File: src/inc/sfd_regs.svh
// Register offsets, field positions and reset values of the serial queue sequencer
`ifndef SFD_REGS_SVH
`define SFD_REGS_SVH
// ----------------------------------------
// Register offsets (byte addresses)
// ----------------------------------------
`define SFD_CTRL_OFS   8'h00
`define SFD_MODE_OFS   8'h04
`define SFD_TRG_OFS    8'h08
`define SFD_EVT_OFS    8'h0c
`define SFD_RXBUF_OFS  8'h10
`define SFD_TXWIN_OFS  8'h14
`define SFD_RXWIN_OFS  8'h18
`define SFD_FILL_OFS   8'h1c
// ----------------------------------------
// Field positions
// ----------------------------------------
`define SFD_C_RST      0
`define SFD_C_TXQ      1
`define SFD_C_RXQ      2
`define SFD_C_TXSE     3
`define SFD_C_RXSE     4
`define SFD_C_TXDMA    5
`define SFD_C_RXDMA    6
`define SFD_M_EN       0
`define SFD_M_DIR      1
`define SFD_M_WIDE     2
`define SFD_M_ACT      3
`define SFD_TRG_RX     2:0
`define SFD_TRG_TX     10:8
`define SFD_E_ITEM     0
`define SFD_E_RXCNT    1
`define SFD_E_TXCNT    2
`define SFD_E_RXP1     3
`define SFD_E_RXP2     4
`define SFD_E_TXP1     5
`define SFD_E_TXP2     6
// ----------------------------------------
// Reset values and serial constants
// ----------------------------------------
`define SFD_CTRL_RST   7'h00
`define SFD_MODE_RST   3'h0
`define SFD_TRG_RST    3'h0
`define SFD_EVT_RST    7'h00
`define SFD_WORD_BITS  5'h10
`define SFD_BYTE_BITS  5'h08
`define SFD_SCLK_HALF  8
`endif

File: src/inc/sfd_pkg.sv
// Types shared by the serial queue sequencer modules
package sfd_pkg;
    typedef enum logic [1:0] {SFD_IDLE, SFD_RUN, SFD_STOP} sfd_seq_e_t;

    // Command from the sequencer to the shift engine
    typedef struct packed {
        logic        start;
        logic        wide;
        logic [15:0] txd;
    } sfd_shift_cmd_t;

    // Shift engine state
    typedef struct packed {
        logic        busy;
        logic        done;
        logic        sclk;
        logic        sdo;
        logic        wide;
        logic [15:0] sh;
        logic [4:0]  bits;
        logic [7:0]  div;
        logic [1:0]  sync;
    } sfd_shift_t;

    // Sequencer and register state
    typedef struct packed {
        logic [6:0]  ctrl;
        logic [2:0]  mode;
        logic [2:0]  rx_trg;
        logic [2:0]  tx_trg;
        logic [6:0]  ev;
        sfd_seq_e_t  seq;
        logic [4:0]  cnt;
        logic [31:0] rdata;
    } sfd_state_t;
endpackage

File: src/sfd_fifo.sv
// Word queue with registered head output
`timescale 1ns/1ps
module sfd_fifo #(
    parameter int W     = 16,
    parameter int DEPTH = 8,
    parameter int AW    = $clog2(DEPTH)
) (
    input  wire logic          pclk,
    input  wire logic          presetn,
    input  wire logic          clear,
    input  wire logic          push,
    input  wire logic [W-1:0]  wdata,
    input  wire logic          pop,
    output logic      [W-1:0]  rdata,
    output logic      [AW:0]   count,
    output logic               full,
    output logic               empty
);
    logic [W-1:0]  mem [DEPTH];
    logic [AW-1:0] wptr;
    logic [AW-1:0] rptr;
    logic [AW-1:0] next_rptr;
    logic          do_push;
    logic          do_pop;

    // Full and empty flags
    assign full      = (count == (AW+1)'(DEPTH));
    assign empty     = (count == '0);
    assign do_push   = push && !full;
    assign do_pop    = pop && !empty;
    assign next_rptr = do_pop ? rptr + 1'b1 : rptr;

    // Storage array
    always_ff @(posedge pclk) begin
        if (do_push) begin
            mem[wptr] <= wdata;
        end
    end

    // Pointers, fill level and head register; head bypasses a write into the head slot
    always_ff @(posedge pclk or negedge presetn) begin
        if (!presetn) begin
            wptr  <= '0;
            rptr  <= '0;
            count <= '0;
            rdata <= '0;
        end else if (clear) begin
            wptr  <= '0;
            rptr  <= '0;
            count <= '0;
        end else begin
            wptr  <= do_push ? wptr + 1'b1 : wptr;
            rptr  <= next_rptr;
            count <= count + (AW+1)'(do_push) - (AW+1)'(do_pop);
            rdata <= (do_push && wptr == next_rptr) ? wdata : mem[next_rptr];
        end
    end
endmodule // sfd_fifo

File: src/sfd_shifter.sv
// Serial shift engine: serial clock and one 8 or 16 bit item, MSB first
`timescale 1ns/1ps
`include "sfd_regs.svh"
module sfd_shifter
    import sfd_pkg::*;
#(
    parameter int HALF = `SFD_SCLK_HALF
) (
    input  wire logic           pclk,
    input  wire logic           presetn,
    input  sfd_shift_cmd_t      cmd,
    input  wire logic           sdi,
    output logic                sclk,
    output logic                sdo,
    output logic                busy,
    output logic                done,
    output logic [15:0]         rxd
);
    sfd_shift_t s;
    sfd_shift_t next_s;

    // Clock divider, shift and sample
    always_comb begin
        next_s         = s;
        next_s.done    = 1'b0;
        next_s.sync[0] = sdi;
        next_s.sync[1] = s.sync[0];
        if (!s.busy) begin
            if (cmd.start) begin
                next_s.busy = 1'b1;
                next_s.wide = cmd.wide;
                next_s.sh   = cmd.wide ? cmd.txd : {cmd.txd[7:0], 8'h00};
                next_s.bits = cmd.wide ? `SFD_WORD_BITS : `SFD_BYTE_BITS;
                next_s.sdo  = cmd.wide ? cmd.txd[15] : cmd.txd[7];
                next_s.div  = '0;
            end
        end else if (s.div == 8'(HALF - 1)) begin
            next_s.div  = '0;
            next_s.sclk = ~s.sclk;
            if (!s.sclk) begin
                // Rising edge: sample the peripheral's bit
                next_s.sh   = {s.sh[14:0], s.sync[1]};
                next_s.bits = s.bits - 5'h01;
                if (s.bits == 5'h01) begin
                    next_s.busy = 1'b0;
                    next_s.done = 1'b1;
                end
            end else begin
                // Falling edge: present the next bit
                next_s.sdo = s.sh[15];
            end
        end else begin
            next_s.div = s.div + 8'h01;
        end
    end

    // State register; serial clock idles high
    always_ff @(posedge pclk or negedge presetn) begin
        if (!presetn) begin
            s      <= '0;
            s.sclk <= 1'b1;
        end else begin
            s <= next_s;
        end
    end

    assign sclk = s.sclk;
    assign sdo  = s.sdo;
    assign busy = s.busy;
    assign done = s.done;
    assign rxd  = s.wide ? s.sh : {8'h00, s.sh[7:0]};
endmodule // sfd_shifter

File: src/sfd_top.sv
// Sequential transfer control for the queued serial interface, with APB registers
// Functional notes
// - Queues work only when enabled; DMA requests only while the queue path is used.
// - Receive-only without DMA starts when software reads the receive buffer register.
// - Count stop off: receive continues while the receive queue has room.
// - Received words leave the receive window in arrival order.
// - Count stop on: receiving halts after the count, receive count flag set.
// - Each received item raises the item done flag.
// - Transmit-receive without DMA starts on a write to the transmit window.
// - Transfer active status rises as a queued transfer begins.
// - Count stop off: transmit continues while the transmit queue holds data and an enabled receive queue has room.
// - Count stop on: transmitting halts after the count, transmit count flag set.
// - Each transmitted item raises the item done flag.
// - DMA receive runs while room remains and no page end; words go to DMA.
// - A receive page end stops receiving and sets the page stop flag.
// - Clearing a stopping flag never resumes reception by itself.
// - Unit out of reset, enabled, queue and DMA on: fetch and transmit.
// - Writing one to the transmit count flag clears it and resumes DMA transmit.
// - A transmit page end stops sending and sets the page stop flag.
// - Stop count fields code one to eight sixteen-bit units.
// - Each receive window read of a non-empty receive queue advances the receive read pointer.
// - Transmit window writes push only while the transmit queue is enabled.
`timescale 1ns/1ps
`include "sfd_regs.svh"
module sfd_top
    import sfd_pkg::*;
#(
    parameter int DEPTH = 8,
    parameter int HALF  = `SFD_SCLK_HALF
) (
    input  wire logic        pclk,
    input  wire logic        presetn,
    input  wire logic        psel,
    input  wire logic        penable,
    input  wire logic        pwrite,
    input  wire logic [7:0]  paddr,
    input  wire logic [31:0] pwdata,
    output logic      [31:0] prdata,
    output logic             pready,
    output logic             pslverr,
    output logic             tx_dma_req,
    input  wire logic        tx_dma_ack,
    input  wire logic [15:0] tx_dma_data,
    output logic             rx_dma_req,
    input  wire logic        rx_dma_ack,
    output logic      [15:0] rx_dma_data,
    input  wire logic [1:0]  tx_page_end,
    input  wire logic [1:0]  rx_page_end,
    output logic             sclk,
    output logic             sdo,
    input  wire logic        sdi
);
    localparam int AW = $clog2(DEPTH);

    sfd_state_t     s;
    sfd_state_t     next_s;
    sfd_shift_cmd_t sh_cmd;
    logic           sh_busy;
    logic           sh_done;
    logic [15:0]    sh_rxd;
    logic           txq_push;
    logic [15:0]    txq_wdata;
    logic           txq_pop;
    logic [15:0]    txq_head;
    logic [AW:0]    txq_count;
    logic           txq_full;
    logic           txq_empty;
    logic           rxq_push;
    logic           rxq_pop;
    logic [15:0]    rxq_head;
    logic [AW:0]    rxq_count;
    logic           rxq_full;
    logic           rxq_empty;
    logic           setup;
    logic           wr_acc;
    logic           rd_acc;
    logic           mapped;
    logic           unit_rst;
    logic           tx_dir;
    logic           go;
    logic [6:0]     ev_set;
    logic [6:0]     ev_clr;
    logic [4:0]     next_cnt;

    // ----------------------------------------
    // Helpers
    // ----------------------------------------

    // Item count at which a count stop fires; a byte item is half a unit
    function automatic logic [4:0] stop_limit(input logic [2:0] trg, input logic wide);
        logic [4:0] units;
        units = {2'b00, trg} + 5'h01;
        return wide ? units : {units[3:0], 1'b0};
    endfunction

    // Address decode
    function automatic logic is_mapped(input logic [7:0] a);
        return a == `SFD_CTRL_OFS || a == `SFD_MODE_OFS || a == `SFD_TRG_OFS ||
               a == `SFD_EVT_OFS || a == `SFD_RXBUF_OFS || a == `SFD_TXWIN_OFS ||
               a == `SFD_RXWIN_OFS || a == `SFD_FILL_OFS;
    endfunction

    // ----------------------------------------
    // APB decode
    // ----------------------------------------

    // Setup phase latches read data, access phase commits effects
    assign setup    = psel && !penable;
    assign mapped   = is_mapped(paddr);
    assign wr_acc   = psel && penable && pwrite && mapped;
    assign rd_acc   = psel && penable && !pwrite && mapped;
    assign pready   = 1'b1;
    assign pslverr  = psel && penable && !mapped;
    assign prdata   = s.rdata;
    assign unit_rst = s.ctrl[`SFD_C_RST];
    assign tx_dir   = s.mode[`SFD_M_DIR];

    // ----------------------------------------
    // Queues and DMA handshakes
    // ----------------------------------------

    // Transmit queue filled by DMA or by window writes
    assign tx_dma_req = s.ctrl[`SFD_C_TXDMA] && s.ctrl[`SFD_C_TXQ] && !txq_full
                        && !unit_rst && s.mode[`SFD_M_EN];
    assign txq_push   = (tx_dma_req && tx_dma_ack) ||
                        (wr_acc && paddr == `SFD_TXWIN_OFS && s.ctrl[`SFD_C_TXQ]);
    assign txq_wdata  = (tx_dma_req && tx_dma_ack) ? tx_dma_data : pwdata[15:0];

    // Receive queue drained by DMA or by window reads
    assign rx_dma_req  = s.ctrl[`SFD_C_RXDMA] && s.ctrl[`SFD_C_RXQ] && !rxq_empty
                         && !unit_rst;
    assign rx_dma_data = rxq_head;
    assign rxq_pop     = (rx_dma_req && rx_dma_ack) ||
                         (rd_acc && paddr == `SFD_RXWIN_OFS);
    assign rxq_push    = sh_done && s.ctrl[`SFD_C_RXQ];

    sfd_fifo #(
        .W     (16),
        .DEPTH (DEPTH)
    ) u_txq (
        .pclk    (pclk),
        .presetn (presetn),
        .clear   (unit_rst),
        .push    (txq_push),
        .wdata   (txq_wdata),
        .pop     (txq_pop),
        .rdata   (txq_head),
        .count   (txq_count),
        .full    (txq_full),
        .empty   (txq_empty)
    );

    sfd_fifo #(
        .W     (16),
        .DEPTH (DEPTH)
    ) u_rxq (
        .pclk    (pclk),
        .presetn (presetn),
        .clear   (unit_rst),
        .push    (rxq_push),
        .wdata   (sh_rxd),
        .pop     (rxq_pop),
        .rdata   (rxq_head),
        .count   (rxq_count),
        .full    (rxq_full),
        .empty   (rxq_empty)
    );

    // ----------------------------------------
    // Shift engine
    // ----------------------------------------

    // Next item may start once the engine is free and the queues allow it
    always_comb begin
        go = 1'b0;
        if (s.seq == SFD_RUN && !sh_busy && !sh_done && !unit_rst) begin
            if (tx_dir) begin
                go = !txq_empty && !(s.ctrl[`SFD_C_RXQ] && rxq_full);
            end else begin
                go = s.ctrl[`SFD_C_RXQ] && !rxq_full;
            end
        end
    end

    assign txq_pop      = go && tx_dir;
    assign sh_cmd.start = go;
    assign sh_cmd.wide  = s.mode[`SFD_M_WIDE];
    assign sh_cmd.txd   = tx_dir ? txq_head : 16'h0000;

    sfd_shifter #(
        .HALF (HALF)
    ) u_shift (
        .pclk    (pclk),
        .presetn (presetn),
        .cmd     (sh_cmd),
        .sdi     (sdi),
        .sclk    (sclk),
        .sdo     (sdo),
        .busy    (sh_busy),
        .done    (sh_done),
        .rxd     (sh_rxd)
    );

    // ----------------------------------------
    // Sequencer and registers
    // ----------------------------------------

    // Event flags: hardware set wins over a software clear
    always_comb begin
        ev_set   = '0;
        next_cnt = s.cnt + 5'h01;
        if (sh_done) begin
            ev_set[`SFD_E_ITEM] = 1'b1;
            if (tx_dir && s.ctrl[`SFD_C_TXSE] &&
                next_cnt == stop_limit(s.tx_trg, s.mode[`SFD_M_WIDE])) begin
                ev_set[`SFD_E_TXCNT] = 1'b1;
            end
            if (!tx_dir && s.ctrl[`SFD_C_RXSE] &&
                next_cnt == stop_limit(s.rx_trg, s.mode[`SFD_M_WIDE])) begin
                ev_set[`SFD_E_RXCNT] = 1'b1;
            end
        end
        if (s.seq == SFD_RUN && !tx_dir && s.ctrl[`SFD_C_RXDMA]) begin
            ev_set[`SFD_E_RXP1] = rx_page_end[0];
            ev_set[`SFD_E_RXP2] = rx_page_end[1];
        end
        if (s.seq == SFD_RUN && tx_dir && s.ctrl[`SFD_C_TXDMA]) begin
            ev_set[`SFD_E_TXP1] = tx_page_end[0];
            ev_set[`SFD_E_TXP2] = tx_page_end[1];
        end
        ev_clr = (wr_acc && paddr == `SFD_EVT_OFS) ? pwdata[6:0] : 7'h00;
    end

    // Register writes, read data capture and sequencing
    always_comb begin
        next_s    = s;
        next_s.ev = (s.ev & ~ev_clr) | ev_set;
        // Read data captured in the setup phase
        if (setup) begin
            case (paddr)
                `SFD_CTRL_OFS:  next_s.rdata = 32'(s.ctrl);
                `SFD_MODE_OFS:  next_s.rdata = 32'({s.seq == SFD_RUN || sh_busy, s.mode});
                `SFD_TRG_OFS:   next_s.rdata = 32'({5'h00, s.tx_trg, 5'h00, s.rx_trg});
                `SFD_EVT_OFS:   next_s.rdata = 32'(s.ev);
                `SFD_RXBUF_OFS: next_s.rdata = 32'(sh_rxd);
                `SFD_RXWIN_OFS: next_s.rdata = 32'(rxq_head);
                `SFD_FILL_OFS:  next_s.rdata = 32'(rxq_count);
                default:        next_s.rdata = 32'h0000_0000;
            endcase
        end
        // Configuration writes
        if (wr_acc) begin
            case (paddr)
                `SFD_CTRL_OFS: next_s.ctrl = pwdata[6:0];
                `SFD_MODE_OFS: next_s.mode = pwdata[2:0];
                `SFD_TRG_OFS: begin
                    next_s.rx_trg = pwdata[`SFD_TRG_RX];
                    next_s.tx_trg = pwdata[`SFD_TRG_TX];
                end
                default: ;
            endcase
        end
        // Item counter
        if (go && s.seq == SFD_RUN && sh_done) begin
            next_s.cnt = s.cnt;
        end else if (sh_done) begin
            next_s.cnt = next_cnt;
        end
        // Transfer sequence
        case (s.seq)
            SFD_IDLE: begin
                if (!tx_dir && rd_acc && paddr == `SFD_RXBUF_OFS && s.ctrl[`SFD_C_RXQ]
                    && s.mode[`SFD_M_EN]) begin
                    next_s.seq = SFD_RUN;
                    next_s.cnt = '0;
                end else if (tx_dir && txq_push && s.ctrl[`SFD_C_TXQ] && s.mode[`SFD_M_EN]) begin
                    next_s.seq = SFD_RUN;
                    next_s.cnt = '0;
                end else if (tx_dir && s.ctrl[`SFD_C_TXDMA] && s.ctrl[`SFD_C_TXQ]
                             && s.mode[`SFD_M_EN] && !txq_empty) begin
                    next_s.seq = SFD_RUN;
                    next_s.cnt = '0;
                end
            end
            SFD_RUN: begin
                if (|ev_set[6:1]) begin
                    // Count stop or page end halts the stream
                    next_s.seq = SFD_STOP;
                end else if (tx_dir && !sh_busy && !sh_done && txq_empty
                             && !s.ctrl[`SFD_C_TXDMA]) begin
                    next_s.seq = SFD_IDLE;
                end
            end
            SFD_STOP: begin
                // Only a fresh start leaves the stop, or with transmit DMA on a transmit count flag clear
                if (!tx_dir && rd_acc && paddr == `SFD_RXBUF_OFS) begin
                    next_s.seq = SFD_RUN;
                    next_s.cnt = '0;
                end else if (tx_dir && s.ctrl[`SFD_C_TXDMA] && s.ev[`SFD_E_TXCNT]
                             && ev_clr[`SFD_E_TXCNT]) begin
                    next_s.seq = SFD_RUN;
                    next_s.cnt = '0;
                end else if (tx_dir && !s.ctrl[`SFD_C_TXDMA] && txq_push) begin
                    next_s.seq = SFD_RUN;
                    next_s.cnt = '0;
                end
            end
            default: next_s.seq = SFD_IDLE;
        endcase
        // Unit reset returns the sequencer to idle and clears the item count
        if (unit_rst) begin
            next_s.seq = SFD_IDLE;
            next_s.cnt = '0;
        end
    end

    // State register
    always_ff @(posedge pclk or negedge presetn) begin
        if (!presetn) begin
            s        <= '0;
            s.ctrl   <= `SFD_CTRL_RST;
            s.mode   <= `SFD_MODE_RST;
            s.rx_trg <= `SFD_TRG_RST;
            s.tx_trg <= `SFD_TRG_RST;
            s.ev     <= `SFD_EVT_RST;
            s.seq    <= SFD_IDLE;
        end else begin
            s <= next_s;
        end
    end
endmodule // sfd_top
File: config.mk
export PLATFORM = sky130hd
export DESIGN_NAME = sfd_top
export DESIGN_NICKNAME = d
export VERILOG_FILES = /design/src/inc/sfd_pkg.sv /design/src/sfd_fifo.sv /design/src/sfd_shifter.sv /design/src/sfd_top.sv
export VERILOG_INCLUDE_DIRS = /design/src /design/src/inc
export SDC_FILE = /design/constraint.sdc
export NUM_CORES = 1
export LEC_CHECK = 0
export ABC_CLOCK_PERIOD_IN_PS = 5100
export BUFFER_PORTS_ARGS = -buffer_cell sky130_fd_sc_hd__buf_4
export CELL_PAD_IN_SITES_DETAIL_PLACEMENT = 0
export CELL_PAD_IN_SITES_GLOBAL_PLACEMENT = 1
export CORE_ASPECT_RATIO = 1.5
export CORE_MARGIN = 2
export CORE_UTILIZATION = 50
export CTS_CLUSTER_SIZE = 10
export DETAILED_ROUTE_END_ITERATION = 16
export PLACE_DENSITY = 0.87
export SETUP_SLACK_MARGIN = 0.02
export SYNTH_ARGS = -nofsm -noshare
export SYNTH_HDL_FRONTEND = slang
export SYNTH_SLANG_ARGS = --single-unit
File: constraint.sdc
create_clock -name pclk -period 5.1 [get_ports pclk]
set_input_delay 0.765 -clock pclk [delete_from_list [all_inputs] [get_ports pclk]]
set_output_delay 0.765 -clock pclk [all_outputs]
set_load 0.02 [all_outputs]
## Yosys cells after proc, flatten, opt, wreduce, memory -nomap -nowiden

Memory sizes are Yosys's and may differ from the RTL's. A register that Yosys moved wholly into a read port is not among the register bits.
Cells that the tools add are included.

- Flip-flop bits (word level): 118
- Memory bits (writable): 256
- Output and inout bits: 54
- Memories: 2

- Add/sub/neg operators: 13
- Equality and inequality tests: 21
- Multiplexer cells: 57
- Bitwise logic cells: 5
- Reductions and logical operators: 104

Memories:

| memory | depth | width | read ports | clocked after memory_dff | write ports | line | text |
|---|---|---|---|---|---|---|---|
| u_rxq.mem | 8 | 16 | 1 | 1 | 1 | sfd_fifo.sv:19 | `logic [W-1:0] mem [DEPTH];` |
| u_txq.mem | 8 | 16 | 1 | 1 | 1 | sfd_fifo.sv:19 |  |

Operators by type and width:

| operator | number |
|---|---|
| $pmux 16 s7 | 1 |
| $mux 16 | 4 |
| $logic_and 1x1->1 | 61 |
| $mux 7 | 8 |
| $mux 21 | 2 |
| $eq 8x5->1 const B | 4 |
| $mux 31 | 1 |
| $mux 29 | 1 |
| $mux 3 | 9 |
| $mux 5 | 5 |
| $logic_not 1->1 | 17 |
| $eq 8x3->1 const B | 2 |
| $eq 8x4->1 const B | 2 |
| $mux 2 | 7 |
| $mux 1 | 13 |
| $add 3x1->3 const B | 4 |
| $mux 4 | 3 |
| $eq 5x5->1 | 2 |
| $logic_or 1x1->1 | 10 |
| $ne 5x5->1 const B | 2 |
| $pmux 5 s2 | 1 |
| $reduce_and 2->1 | 5 |
| $reduce_and 3->1 | 3 |
| $add 3x1->4 const B | 2 |
| 22 further kinds | 31 |

## Longest topological paths before layout

Gate-level depths: netlist (run 1).

- Word-level depth: 19
- Mapped depth: 14

## Hierarchy

From an unflattened synthesis (run 1), not the netlist that was laid out.

- Cell total of the unflattened synthesis: 1380
- Area, all modules: 18547.8 µm²

By module, submodules not included:

| module | times used | cells each | area each (µm²) | sequential area each (µm²) |
|---|---|---|---|---|
| sfd_fifo at u_txq | 1 | 408 | 6568.8 | 4494.3 |
| sfd_fifo at u_rxq | 1 | 408 | 6523.8 | 4494.3 |
| sfd_top | 1 | 365 | 3399.5 | 1151.1 |
| sfd_shifter | 1 | 199 | 2055.7 | 902.1 |

## Least setup slack after synthesis (run 1)

OpenSTA, ideal clock, no wires.

- Path kind: input to register
- From: input port paddr[3]
- To: memory u_txq.mem[4][0] (enable)
- Library setup time: 0.413 ns
- Arrival time: 3.581 ns
- Setup slack: 1.106 ns
- Stages: 6
- Buffers on the path: 1
- Path through: or4b_2 nor4_1 o21ba_2 buf_2 nand2b_1 nor3b_1

- Cells in the longest elaborated chain, start to end: 15

Ends and longest elaborated chain:

| item | line | text |
|---|---|---|
| from (decl) | sfd_top.sv:36 | `input wire logic [7:0] paddr,` |
| $eq 8x3->1 / $logic_not 8->1 (equally long branches) | - |  |
| $logic_or 1x1->1 (no line) (7 in a row) | - |  |
| $logic_and 1x1->1 | sfd_top.sv:110 | `assign wr_acc = psel && penable && pwrite && mapped;` |
| $logic_and 1x1->1 (no line) * | - |  |
| $logic_and 1x1->1 * | sfd_top.sv:126 | `` (wr_acc && paddr == `SFD_TXWIN_OFS && s.ctrl[`SFD_C_TXQ]); `` |
| $logic_or 1x1->1 * | sfd_top.sv:125 | `assign txq_push = (tx_dma_req && tx_dma_ack) \|\|` |
| $logic_and 1x1->1 * | sfd_fifo.sv:29 | `assign do_push = push && !full;` |
| $mux 1 * | sfd_fifo.sv:35 | `if (do_push) begin` |
| $mux 1 (implied by the code) * | sfd_fifo.sv:36 | `mem[wptr] <= wdata;` |
| to (decl) | sfd_fifo.sv:19 |  |

Mark *: on every way between the ends. The rest lies on a longest branch, timed or not.

## Final worst setup path (run 1)

- From: register s[55] in the netlist's numbering
- To: register u_txq.rdata[0], read port of u_txq.mem

- Cells in the longest elaborated chain, start to end: 6

Ends and longest elaborated chain:

| item | line | text |
|---|---|---|
| from (decl) | sfd_top.sv:55 | `sfd_state_t s;` |
| from (signal assigned) | sfd_top.sv:328 | `s <= next_s;` |
| $logic_not 1->1 | sfd_top.sv:176 | `if (s.seq == SFD_RUN && !sh_busy && !sh_done && !unit_rst) begin` |
| $logic_and 1x1->1 | sfd_top.sv:176 |  |
| $mux 1 | sfd_top.sv:176 |  |
| $logic_and 1x1->1 | sfd_top.sv:185 | `assign txq_pop = go && tx_dir;` |
| $logic_and 1x1->1 | sfd_fifo.sv:30 | `assign do_pop = pop && !empty;` |
| $mux 3 | sfd_fifo.sv:31 | `assign next_rptr = do_pop ? rptr + 1'b1 : rptr;` |
| to (decl) | sfd_fifo.sv:14 | `output logic [W-1:0] rdata,` |

Several ways; a longest one is shown, not always the timed one.
A chain may end at the register's enable or synchronous reset.

==> impl_results.md, run 1 <==
- Hold Fails Final Rpt: 0
- Hold Buf Count CTS: 0
- Post-synth top area cell: edfxtp_1
- Switch share: 0.200
- Crit-path cells: or3_1 > or4_1 > inv_2 > nand2_1 > xnor2_4 > buf_12 > mux2i_1 > a32oi_1 > a221o_1
- Combinational Power Share: 0.020
- Port buffer count: between 80 and 90
- Asr flop ratio synth: 0.344
- Initial cell density of the core: 0.504
- Fillers: between 2000 and 3000
- Tightest Pin Transition: approximately 0.96 ns
- Final setup viols: 0
- Number of synthesis warnings: 0
- Vias per std cell: approximately 5.9
- Final Cell Area: 20100 µm²
- Final Critical Period: around 3.8 ns
- Most common cell in the netlist: edfxtp_1
- Worst hold path class: input port to asynchronous set/reset pin
- First-pass DRT Iterations: 7
- Number of global-route vias before repair: 11500
- Crit Reg-Reg Endpoint: u_txq.rdata[0]
- CP Capture Type: register
- Die area: roughly 37000 µm²
- Fin. max-slew vios: 0
- Launching point of the worst reg2reg path: s[55]
- Synth top area cells: edfxtp_1 44%, dfrtp_1 19%, mux2i_1 5.8%, mux2_2 2.4%, nand2_1 2.4%
- Root Buffer: clkbuf_16
- First-pass GRT wire length: between 60000 and 70000 µm
- Crit path max-delay cell type: or4_1
- Worst Skew: approximately 0.023 ns
- RSZ-0062 raised after global routing: false
- Distinct cells, synth: 76
- Die height: 234 µm
- Synth-to-layout area growth: 14.0%
- Worst reg2reg setup slack: between 1 and 1.5 ns
- CTS Buf Count: 45
- Synth Register Bits: 390
- Layout cell share with drive strength beyond 1: 0.168
- DR iter-0 viols: a little over 800
- GR met1 Demand/Resource: 0.266
- Clock-pin transition on the worst setup and hold timing paths: around 0.060 ns
- Antenna Cells: 0
- Post-route setup TNS: 0 ns
- Main synth FF type: edfxtp_1
- Final period util: 0.749
- Clk_lat worst skew: 0.55 ns
- Post-route ant nets: 0
- Hold_ws: roughly 0.29 ns
- Slowest stage delay, CP: 0.80 ns
- Pint: just over 5 mW
- Die Wd: around 160 µm
- CTS Sinks: 390
- Slew margin rel.: 0.359
- Total GRT Usage: 0.235
- WS Path Type: register to register
- I/O pins: between 100 and 150
- Initial antenna violation count: 0
- H-tree lvl count: 2
- Achievable frequency: 262 MHz
- Mapped Cells: 1320
- Detailed Route WL: between 40000 and 50000 µm
- VDD IR max: between 0.3 and 0.4 mV
- WP data required: 5.52 ns
- DPL Wire Length: 27200 µm
- Kind of cell adding the most delay to the critical path: simple AND/OR/NAND/NOR gates
- Grt total ovfl: 0
- Buf/Inv on CP: 2
- Gpl congestion: 0.841
- Top-area cell type share of the netlist area: 0.437
- CTS Buffer Depth: 3
- Largest net degree at the start of global routing: roughly 100
- Outcome: finished clean
- Worst-path fanout max: 64
- PwrDens: about 320 nW/µm²
- Sequential Power Share: 0.525
- Dpl cell area: 18700 µm²
- TritonCTS clock tree: done
- Site Rows: 84
- Setup bufs post-CTS: 0
- Clock group share of total power: 0.455
- Met2 GRT Util: 0.425
- Switching power: around 1.3 mW
- Max-cap viol count: 0
- Synth Cell Area: 17600 µm²
- M3 GR Usage: 0.0349
- Grt peak-use layer: met2
- Drt wl/cell: between 20 and 25 µm
- Mean area per synthesized cell: 13.3 µm²
- Number of remaining DRC errors: 0
- Power after layout: 6.44 mW
- Post-synth EDFFs: between 200 and 300
- Final net count: around 1500
- Synth cell count leaders: 256 x edfxtp_1, 133 x dfrtp_1, 113 x nand2_1, 102 x mux2i_1, 55 x nor2_1
- Sequential fraction of the synthesis area: 0.627
- Worst EP arrival: 4.24 ns
- CP Launch Type: register
- Reg2Reg Depth: 9
- Crit. Startpoint: s[55]
- Core area: around 35000 µm²
- Vias: between 10000 and 15000
- Resized Gates After CTS: 0
- Pleak: a little over 7 nW
-- per-stage QoR --
stage | util | cells | worst slack [ns]
floorplan | - | 1335 | 1.11
global placement | 0.536 | 1832 | 0.938
detailed placement | 0.536 | 1832 | 0.885
CTS | 0.575 | 1916 | 1.29
global route | 0.575 | 1916 | 1.13
finish | 0.575 | 1916 | 1.28
-- kinds of logic (layout without fill, tap and decap cells) --
logic type | count (synthesis) | count (layout) | share of synthesized area
DFF | 390 | 390 | 0.627
and+or+nand+nor | 325 | 325 | 0.0940
AOI/OAI and AO/OA | 271 | 271 | 0.118
muxes | 140 | 140 | 0.0823
buffers and inverters | 132 | 240 | 0.0395
xor gates and xnor gates | 36 | 36 | 0.0199
adders and majority gates | 24 | 24 | 0.0179
other | 2 | 17 | 0.000427
-- per-layer routing --
metal	share of wire	vias up
li1	-	5177
met1	0.37	5587
met2	0.53	360
met3	0.050	128
met4	0.053	0
met5	0	-
-- registers in the layout, indices dropped and copies added, names as in the netlist, 3 cells and up --
register	count
u_txq.rptr	3
prdata	16
u_shift.s	31
u_txq.rdata	16
u_txq.mem	128
u_rxq.count	4
u_txq.wptr	3
u_txq.count	4
s	30
u_rxq.wptr	3
u_rxq.mem	128
u_rxq.rdata	16
u_rxq.rptr	3
-- layout by cell type (no fill, tap or decap), drive strengths merged, types with 17 or more instances in the layout --
cell	synthesis	layout
conb	2	17
buf	58	125
clkbuf	43	82
xnor2	20	20
inv	31	32
edfxtp	256	256
a22oi	24	24
a211oi	17	17
a22o	22	22
mux2	38	38
nor2b	25	25
dfrtp	133	133
a21oi	23	23
a221oi	26	26
and2	25	25
nor2	56	56
a221o	32	32
mux2i	102	102
o21ai	51	51
nor3	18	18
nand2	113	113
ha	22	22
-- final cells by class --
class | instances | area, µm² | share of cell area
inverters | 31 | 116 | 0.00580
clock buffers | 82 | 1320 | 0.0657
well taps | 473 | 592 | 0.0295
repair buffers | 125 | 967 | 0.0482
flip-flops and latches | 390 | 11000 | 0.551
clock inverters | 2 | 17.5 | 0.000873
multi-input cells | 813 | 6000 | 0.299
-- power by group through the flow --
stage	Sequential (mW)	Clock [mW]	Combinational [mW]
3_5_place_dp	3.44	0	0.129
3_3_place_gp	3.44	0	0.126
5_1_grt	3.37	3.11	0.140
4_1_cts	3.38	2.97	0.130
6_report	3.38	2.93	0.128
2_1_floorplan	3.44	0	0.0523
-- worst max-delay path by stage --
stage	slack, ns	cells past startpoint	to
finish	1.28	9	u_txq.rdata[0]
global route	1.13	9	u_txq.rdata[1]
CTS	1.29	9	u_txq.rdata[7]
detailed placement	0.88	8	u_rxq.rdata[0]
global placement	0.94	8	u_rxq.rdata[7]
floorplan	1.11	6	u_txq.mem[4][0]
Power figures use the tool's default switching activity.
==> inputs of run 2 (changes only) <==
--- a/config.mk
+++ b/config.mk
@@ -6,16 +6,16 @@
 export SDC_FILE = /design/constraint.sdc
 export NUM_CORES = 1
 export LEC_CHECK = 0
-export ABC_CLOCK_PERIOD_IN_PS = 5100
+export ABC_CLOCK_PERIOD_IN_PS = 3200
 export BUFFER_PORTS_ARGS = -buffer_cell sky130_fd_sc_hd__buf_4
 export CELL_PAD_IN_SITES_DETAIL_PLACEMENT = 0
 export CELL_PAD_IN_SITES_GLOBAL_PLACEMENT = 1
 export CORE_ASPECT_RATIO = 1.5
 export CORE_MARGIN = 2
-export CORE_UTILIZATION = 50
+export CORE_UTILIZATION = 45
 export CTS_CLUSTER_SIZE = 10
 export DETAILED_ROUTE_END_ITERATION = 16
-export PLACE_DENSITY = 0.87
+export PLACE_DENSITY = 0.83
 export SETUP_SLACK_MARGIN = 0.02
 export SYNTH_ARGS = -nofsm -noshare
 export SYNTH_HDL_FRONTEND = slang
==> constraint.sdc (replaced) <==
create_clock -name pclk -period 3.2 [get_ports pclk]
set_input_delay 0.48 -clock pclk [delete_from_list [all_inputs] [get_ports pclk]]
set_output_delay 0.48 -clock pclk [all_outputs]
set_load 0.02 [all_outputs]
==> run 2 against run 1 <==
Against the previous run: critical path depth increased by 2; non-clock buffer count grew 68; final area increased by 4.0%; worst hold slack got worse by 0.24 ns; maximum frequency up 22%; die area increased by 11%; cell count increased by 4.7%; power up 59%.
==> impl_results.md, run 2 (synthesized netlist as in run 1, its figures left out) <==
- Outcome: finished clean
- Detailed Route WL: 45200 µm (+6.4%)
- I/O pins: 122 (unchanged)
- Combinational Power Share: 0.022 (+0.002)
- Final worst slack: 0.0659 ns (-1.21 ns)
- Sequential Power Share: 0.526 (about the same)
- Pint: 8.11 mW (+58%)
- PwrDens: 490 nW/µm² (+53%)
- Fillers: 3215 (+15%)
- Die height: 246 µm (+5.3%)
- Number of remaining DRC errors: 0 (unchanged)
- Hold Fails Final Rpt: 0 (unchanged)
- Crit path max-delay cell type: or4_4
- First-pass GRT wire length: 68300 µm (+5.0%)
- CP Capture Type: register
- Final Core Density: 0.541 (-0.0333)
- Crit-path cells: inv_1 > ha_1 > nor3b_4 > or4_4 > a221oi_4 > mux2_4 > o41ai_4 > buf_4 > clkbuf_16 > a2111oi_0 > a221o_1
- Layout cell share with drive strength beyond 1: 0.208 (+0.0401)
- Number of global-route vias before repair: 11900 (+2.9%)
- Synth-to-layout area growth: 18.6%
- Site Rows: 88 (+4.8%)
- Clock group share of total power: 0.453 (-0.002)
- CTS Buf Count: 45 (unchanged)
- Antenna Cells: 0 (unchanged)
- Commonest cells after routing, fill and taps aside: 256 x edfxtp_1, 167 x buf_4, 132 x dfrtp_1
- Clock-pin transition on the worst setup and hold timing paths: 0.06 ns (about the same)
- VDD IR max: 0.487 mV (+53%)
- TritonCTS clock tree: done
- Fin. max-slew vios: 0 (unchanged)
- Final Instance Count excl. Fillers: 2006 (+4.7%)
- Core area: 38500 µm² (+10%)
- Worst-path fanout max: 8 (-88%)
- Initial cell density of the core: 0.457 (-0.0477)
- Cells after DPL: 1916 (+4.6%)
- Pleak: 7.50 nW (+5.7%)
- Grt total ovfl: 0 (unchanged)
- Worst EP arrival: 3.57 ns (-0.67 ns)
- Gpl congestion: 0.851 (+1.2%)
- Final Critical Period: 3.13 ns (-0.687 ns)
- Leading cell type in the layout, fill and taps excluded: edfxtp_1
- Die Wd: 165 µm (+5.3%)
- Switch share: 0.208 (+0.00718)
- DPL Wire Length: 29900 µm (+10%)
- Final period util: 0.979 (+0.230)
- Initial antenna violation count: 0 (unchanged)
- Total GRT Usage: 0.224 (-0.0114)
- Achievable frequency: 319 MHz (+22%)
- Vias: 11600 (+2.9%)
- Worst Skew: 0.0136 ns (-0.00913 ns)
- Final setup viols: 0 (unchanged)
- Switching power: 2.12 mW (+65%)
- Root Buffer: clkbuf_16
- CTS Buffer Depth: 3 (unchanged)
- Tightest Pin Transition: 0.662 ns (-0.300 ns)
- Clk_lat worst skew: 0.56 ns (about the same)
- H-tree lvl count: 2 (unchanged)
- Port buffer count: 88 (unchanged)
- Worst reg2reg setup slack: 0.07 ns (-1.21 ns)
- CTS Sinks: 390 (unchanged)
- Drt wl/cell: 22.5 µm (+1.7%)
- Place WS: -0.302 ns (-1.19 ns)
- Max-cap viol count: 0 (unchanged)
- DR iter-0 viols: 676 (-17%)
- Slowest stage delay, CP: 0.44 ns (-0.36 ns)
- Power after layout: 10.2 mW (+59%)
- Biggest registers after layout: u_rxq.mem x128, u_txq.mem x128, u_shift.s x31
- Post-route ant nets: 0 (unchanged)
- Die area: 40700 µm² (+11%)
- Slew margin rel.: 0.558 (+0.200)
- Reg area: 11000 µm² (unchanged)
- Hold_ws: 0.0447 ns (-0.242 ns)
- Worst hold path class: input port to register
- Final net count: 1566 (+4.5%)
- Vias per std cell: 5.77 (-1.7%)
- WS Path Type: register to register
- Largest net degree at the start of global routing: 67 (-32%)
- Multi-input gate area: 6030 µm² (+0.56%)
- First-pass DRT Iterations: 8 (+1)
- CP Launch Type: register
- WP data required: 3.64 ns (-1.88 ns)
## run 2: changes by cell type in the layout (fill, tap and decap cells not counted), sizes merged
cell	before	now
inv	32	34
clkbuf	82	80
dlygate4sd3	0	1
clkinv	1	2
buf	125	191
## run 2: through the flow
stage	cell area [µm²]	TNS (ns)
finish	20900	0
CTS	20800	0
global placement	19500	-3.43
detailed placement	19500	-4.24
floorplan	17700	-2.60
global route	20900	-0.127
## run 2: cell type report
cell class	count	area share
clock buffer	79	0.0601
clock inverter	5	0.00228
inverter	31	0.00558
multi-input combinational	813	0.289
sequential	390	0.529
tap	495	0.0297
timing repair buffer	193	0.0839
## run 2: power by group through the flow
stage / registers, mW / clock network (mW) / logic [mW]
after global routing: 5.38 / 4.91 / 0.242
after detailed placement: 5.48 / 0 / 0.221
after global placement: 5.48 / 0 / 0.216
after floorplan: 5.48 / 0 / 0.0834
after CTS: 5.38 / 4.71 / 0.223
final: 5.38 / 4.63 / 0.221
## run 2: critical path, delay by kind of cell (launching register included)
kind	cells	cell delay, ns
compound gates	4	1.03
fa+ha+maj	1	0.22
buf+inv	3	0.44
flops	1	0.35
mux	1	0.35
simple gates	2	0.62
## run 2: layer usage
layer | up-vias | share of wire | global-route usage
li1 | 5311 | - | -
met1 | 5804 | 0.36 | 0.243
met2 | 364 | 0.55 | 0.425
met3 | 99 | 0.047 | 0.0316
met4 | 0 | 0.039 | 0.0974
met5 | - | 0 | 0
## run 2: what timing repair did
item                                    4_1_cts  5_1_grt
hold buffers                                  1        0
endpoints found under the hold margin        44        0
pin swaps                                     0        6
endpoints found under the setup margin        8       41
gates resized for setup                       3        9
setup buffers                                 0        4
gates cloned                                  0        1
## run 2: worst paths after layout
path                                         from                 to  cells after the start
worst max-delay path               u_rxq.count[2]     u_rxq.rdata[7]                     11
worst min-delay path                          sdi  u_shift.next_s[1]                      1
min in group asynchronous                 presetn      u_txq.wptr[2]                      2
worst min register to register  u_shift.next_s[1]       u_shift.s[1]                      0
max in group asynchronous                 presetn              s[55]                      3
worst max register to register     u_rxq.count[2]     u_rxq.rdata[7]                     11
==> inputs of run 3 (changes only) <==
--- a/config.mk
+++ b/config.mk
@@ -11,11 +11,11 @@
 export CELL_PAD_IN_SITES_DETAIL_PLACEMENT = 0
 export CELL_PAD_IN_SITES_GLOBAL_PLACEMENT = 1
 export CORE_ASPECT_RATIO = 1.5
-export CORE_MARGIN = 2
-export CORE_UTILIZATION = 45
+export CORE_UTILIZATION = 47
+export CTS_BUF_LIST = sky130_fd_sc_hd__clkbuf_8
 export CTS_CLUSTER_SIZE = 10
 export DETAILED_ROUTE_END_ITERATION = 16
-export PLACE_DENSITY = 0.83
+export PLACE_DENSITY = 0.85
 export SETUP_SLACK_MARGIN = 0.02
 export SYNTH_ARGS = -nofsm -noshare
 export SYNTH_HDL_FRONTEND = slang
==> run 3 against run 2 <==
Against the previous run: first-iteration DRC count is 32% higher; global-route usage rose by 0.46 points; routed wire length is 4.1% lower; via count rose by 1.1%; register-to-register slack improved by 0.04 ns; largest cell class unchanged; maximum frequency increased by 1.2%; largest power group unchanged; power decreased by 5.3%; clock skew up 0.019 ns; cell count rose by 0.60%; sequential power hardly changed.
==> impl_results.md, run 3 (synthesized netlist as in run 1, its figures left out) <==
- Final Critical Period: 3.10 ns (-0.0375 ns)
- Sequential Power Share: 0.555 (+0.029)
- Drt wl/cell: 21.5 µm (-4.7%)
- Switch share: 0.213 (+0.00522)
- Fin. max-slew vios: 0 (unchanged)
- Number of global-route vias before repair: 12000 (+1.3%)
- First-pass GRT wire length: 66500 µm (-2.6%)
- Synth-to-layout area growth: 17.7%
- Final Instance Count excl. Fillers: 2018 (+0.60%)
- Port buffer count: 88 (unchanged)
- Number of remaining DRC errors: 0 (unchanged)
- Root Buffer: clkbuf_8
- CTS Buf Count: 56 (+24%)
- Achievable frequency: 323 MHz (+1.2%)
- Total GRT Usage: 0.228 (+0.00464)
- CTS Buffer Depth: 3 (unchanged)
- M3 GR Usage: 0.0304 (-0.00129)
- Initial cell density of the core: 0.478 (+0.0215)
- Core area: 36800 µm² (-4.5%)
- Final period util: 0.968 (-0.0117)
- First-pass DRT Iterations: 6 (-2)
- Final Cell Area: 20700 µm² (-0.75%)
- Hold Fails Final Rpt: 0 (unchanged)
- Outcome: finished clean
- Dpl cell area: 19400 µm² (-0.52%)
- Worst-path fanout max: 8 (unchanged)
- CP Capture Type: register
- Pint: 7.63 mW (-5.9%)
- Power after layout: 9.69 mW (-5.3%)
- PwrDens: 468 nW/µm² (-4.6%)
- Vias: 11700 (+1.1%)
- DPL Wire Length: 28700 µm (-3.9%)
- Hold_ws: 0.105 ns (+0.0605 ns)
- Commonest cells after routing, fill and taps aside: 256 x edfxtp_1, 167 x buf_4, 132 x dfrtp_1
- Grt total ovfl: 0 (unchanged)
- Site Rows: 86 (-2.3%)
- Post-route ant nets: 0 (unchanged)
- Leading cell type in the layout, fill and taps excluded: edfxtp_1
- Met2 GRT Util: 0.426 (+0.00190)
- Worst EP arrival: 3.59 ns (+0.02 ns)
- Clk_lat worst skew: 0.63 ns (+0.07 ns)
- VDD IR max: 0.376 mV (-23%)
- CTS Sinks: 390 (unchanged)
- Clock group share of total power: 0.422 (-0.031)
- Grt peak-use layer: met2
- WS Path Type: register to register
- DR iter-0 viols: 889 (+32%)
- Reg2Reg Depth: 11 (unchanged)
- Largest net degree at the start of global routing: 61 (-9.0%)
- CP Launch Type: register
- Detailed Route WL: 43300 µm (-4.1%)
- TritonCTS clock tree: done
- Vias per std cell: 5.80 (+0.53%)
- Die height: 239 µm (-2.9%)
- Biggest registers after layout: u_rxq.mem x128, u_txq.mem x128, u_shift.s x31
- Die Wd: 160 µm (-3.3%)
- Combinational Power Share: 0.023 (about the same)
- Pleak: 7.55 nW (+0.57%)
- Die area: 38200 µm² (-6.1%)
- Cells after DPL: 1899 (-0.89%)
- Final net count: 1577 (+0.70%)
- Tightest Pin Transition: 0.853 ns (+0.191 ns)
- WP data required: 3.69 ns (+0.05 ns)
- Worst hold path class: input port to register
- Worst Skew: 0.0329 ns (+0.0193 ns)
- Gpl congestion: 0.832 (-2.2%)
- Post-route setup TNS: 0 ns (unchanged)
- Worst hold stages: 2 (+1)
- Clock-pin transition on the worst setup and hold timing paths: 0.07 ns (about the same)
- Initial antenna violation count: 1 (+1)
- Layout cell share with drive strength beyond 1: 0.222 (+0.0140)
- Switching power: 2.06 mW (-2.9%)
- RSZ-0062 raised after global routing: false
- H-tree lvl count: 2 (unchanged)
- GR met1 Demand/Resource: 0.249 (+0.00588)
- Final setup viols: 0 (unchanged)
- Max-cap viol count: 0 (unchanged)
- Slew margin rel.: 0.429 (-0.129)
- I/O pins: 122 (unchanged)
-- run 3: cell count changes in the layout (fill, tap and decap cells not counted), moves of 2 or more --
cell / change
nor3_2: -2
clkinv_1: +11
clkbuf_16: -43
inv_1: +16
clkinv_2: +5
bufinv_16: +5
nor3_1: +2
buf_12: -3
clkinvlp_4: +2
clkbuf_1: -34
clkbuf_8: +61
-- run 3: cell type report --
| cell class | instances | area [µm²] |
|---|---|---|
| Sequential cell | 390 | 11000 |
| Multi-Input combinational cell | 813 | 6020 |
| Fill cell | 2971 | 16100 |
| Clock buffer | 61 | 840 |
| Clock inverter | 45 | 334 |
| Antenna cell | 1 | 2.50 |
| Tap cell | 484 | 606 |
| Timing Repair Buffer | 193 | 1750 |
| Inverter | 31 | 116 |
-- run 3: what timing repair did --
action,4_1_cts,5_1_grt
cloned,0,3
hold buffers,2,0
pin swaps,0,4
setup buffers,0,7
endpoints found under the setup margin,2,23
gates resized for setup,2,7
endpoints found under the hold margin,58,0
-- run 3: metal layers --
metal,vias up,routed length (µm)
li1,5342,-
met1,5821,15900
met2,398,23400
met3,148,1980
met4,0,2070
met5,-,0
-- run 3: per-stage QoR --
| step | util | worst slack, ns |
|---|---|---|
| final | 0.563 | 0.103 |
| after global routing | 0.563 | 0.0154 |
| after CTS | 0.559 | 0.0547 |
| after detailed placement | 0.526 | -0.326 |
| after global placement | 0.526 | -0.216 |
| after floorplan | - | -0.203 |
-- run 3: final timing paths --
check / endpoint / startpoint / slack (ns)
max reg2reg: u_rxq.rdata[1] / u_rxq.count[2] / 0.10
max in group asynchronous: u_shift.sclk / presetn / 2.00
max: u_rxq.rdata[1] / u_rxq.count[2] / 0.10
min in group asynchronous: u_txq.count[3] / presetn / 0.43
min: s[45] / tx_page_end[1] / 0.11
min reg2reg: u_shift.s[1] / u_shift.next_s[1] / 0.40
-- run 3: critical path: stages, from the launching register on --
cell	delay, ns
dfrtp_1	0.37
inv_2	0.06
ha_2	0.19
nor3b_2	0.18
or4_4	0.44
a221oi_4	0.35
mux2_4	0.35
o41ai_4	0.33
buf_4	0.20
clkbuf_16	0.17
a2111oi_0	0.07
a221o_1	0.27
-- run 3: power by group through the flow --
| stage | combinational, mW | sequential [mW] | clock (mW) |
|---|---|---|---|
| 2_1_floorplan | 0.0834 | 5.48 | 0 |
| 5_1_grt | 0.242 | 5.37 | 4.37 |
| 3_3_place_gp | 0.217 | 5.48 | 0 |
| 4_1_cts | 0.225 | 5.38 | 4.15 |
| 6_report | 0.223 | 5.38 | 4.09 |
| 3_5_place_dp | 0.222 | 5.48 | 0 |
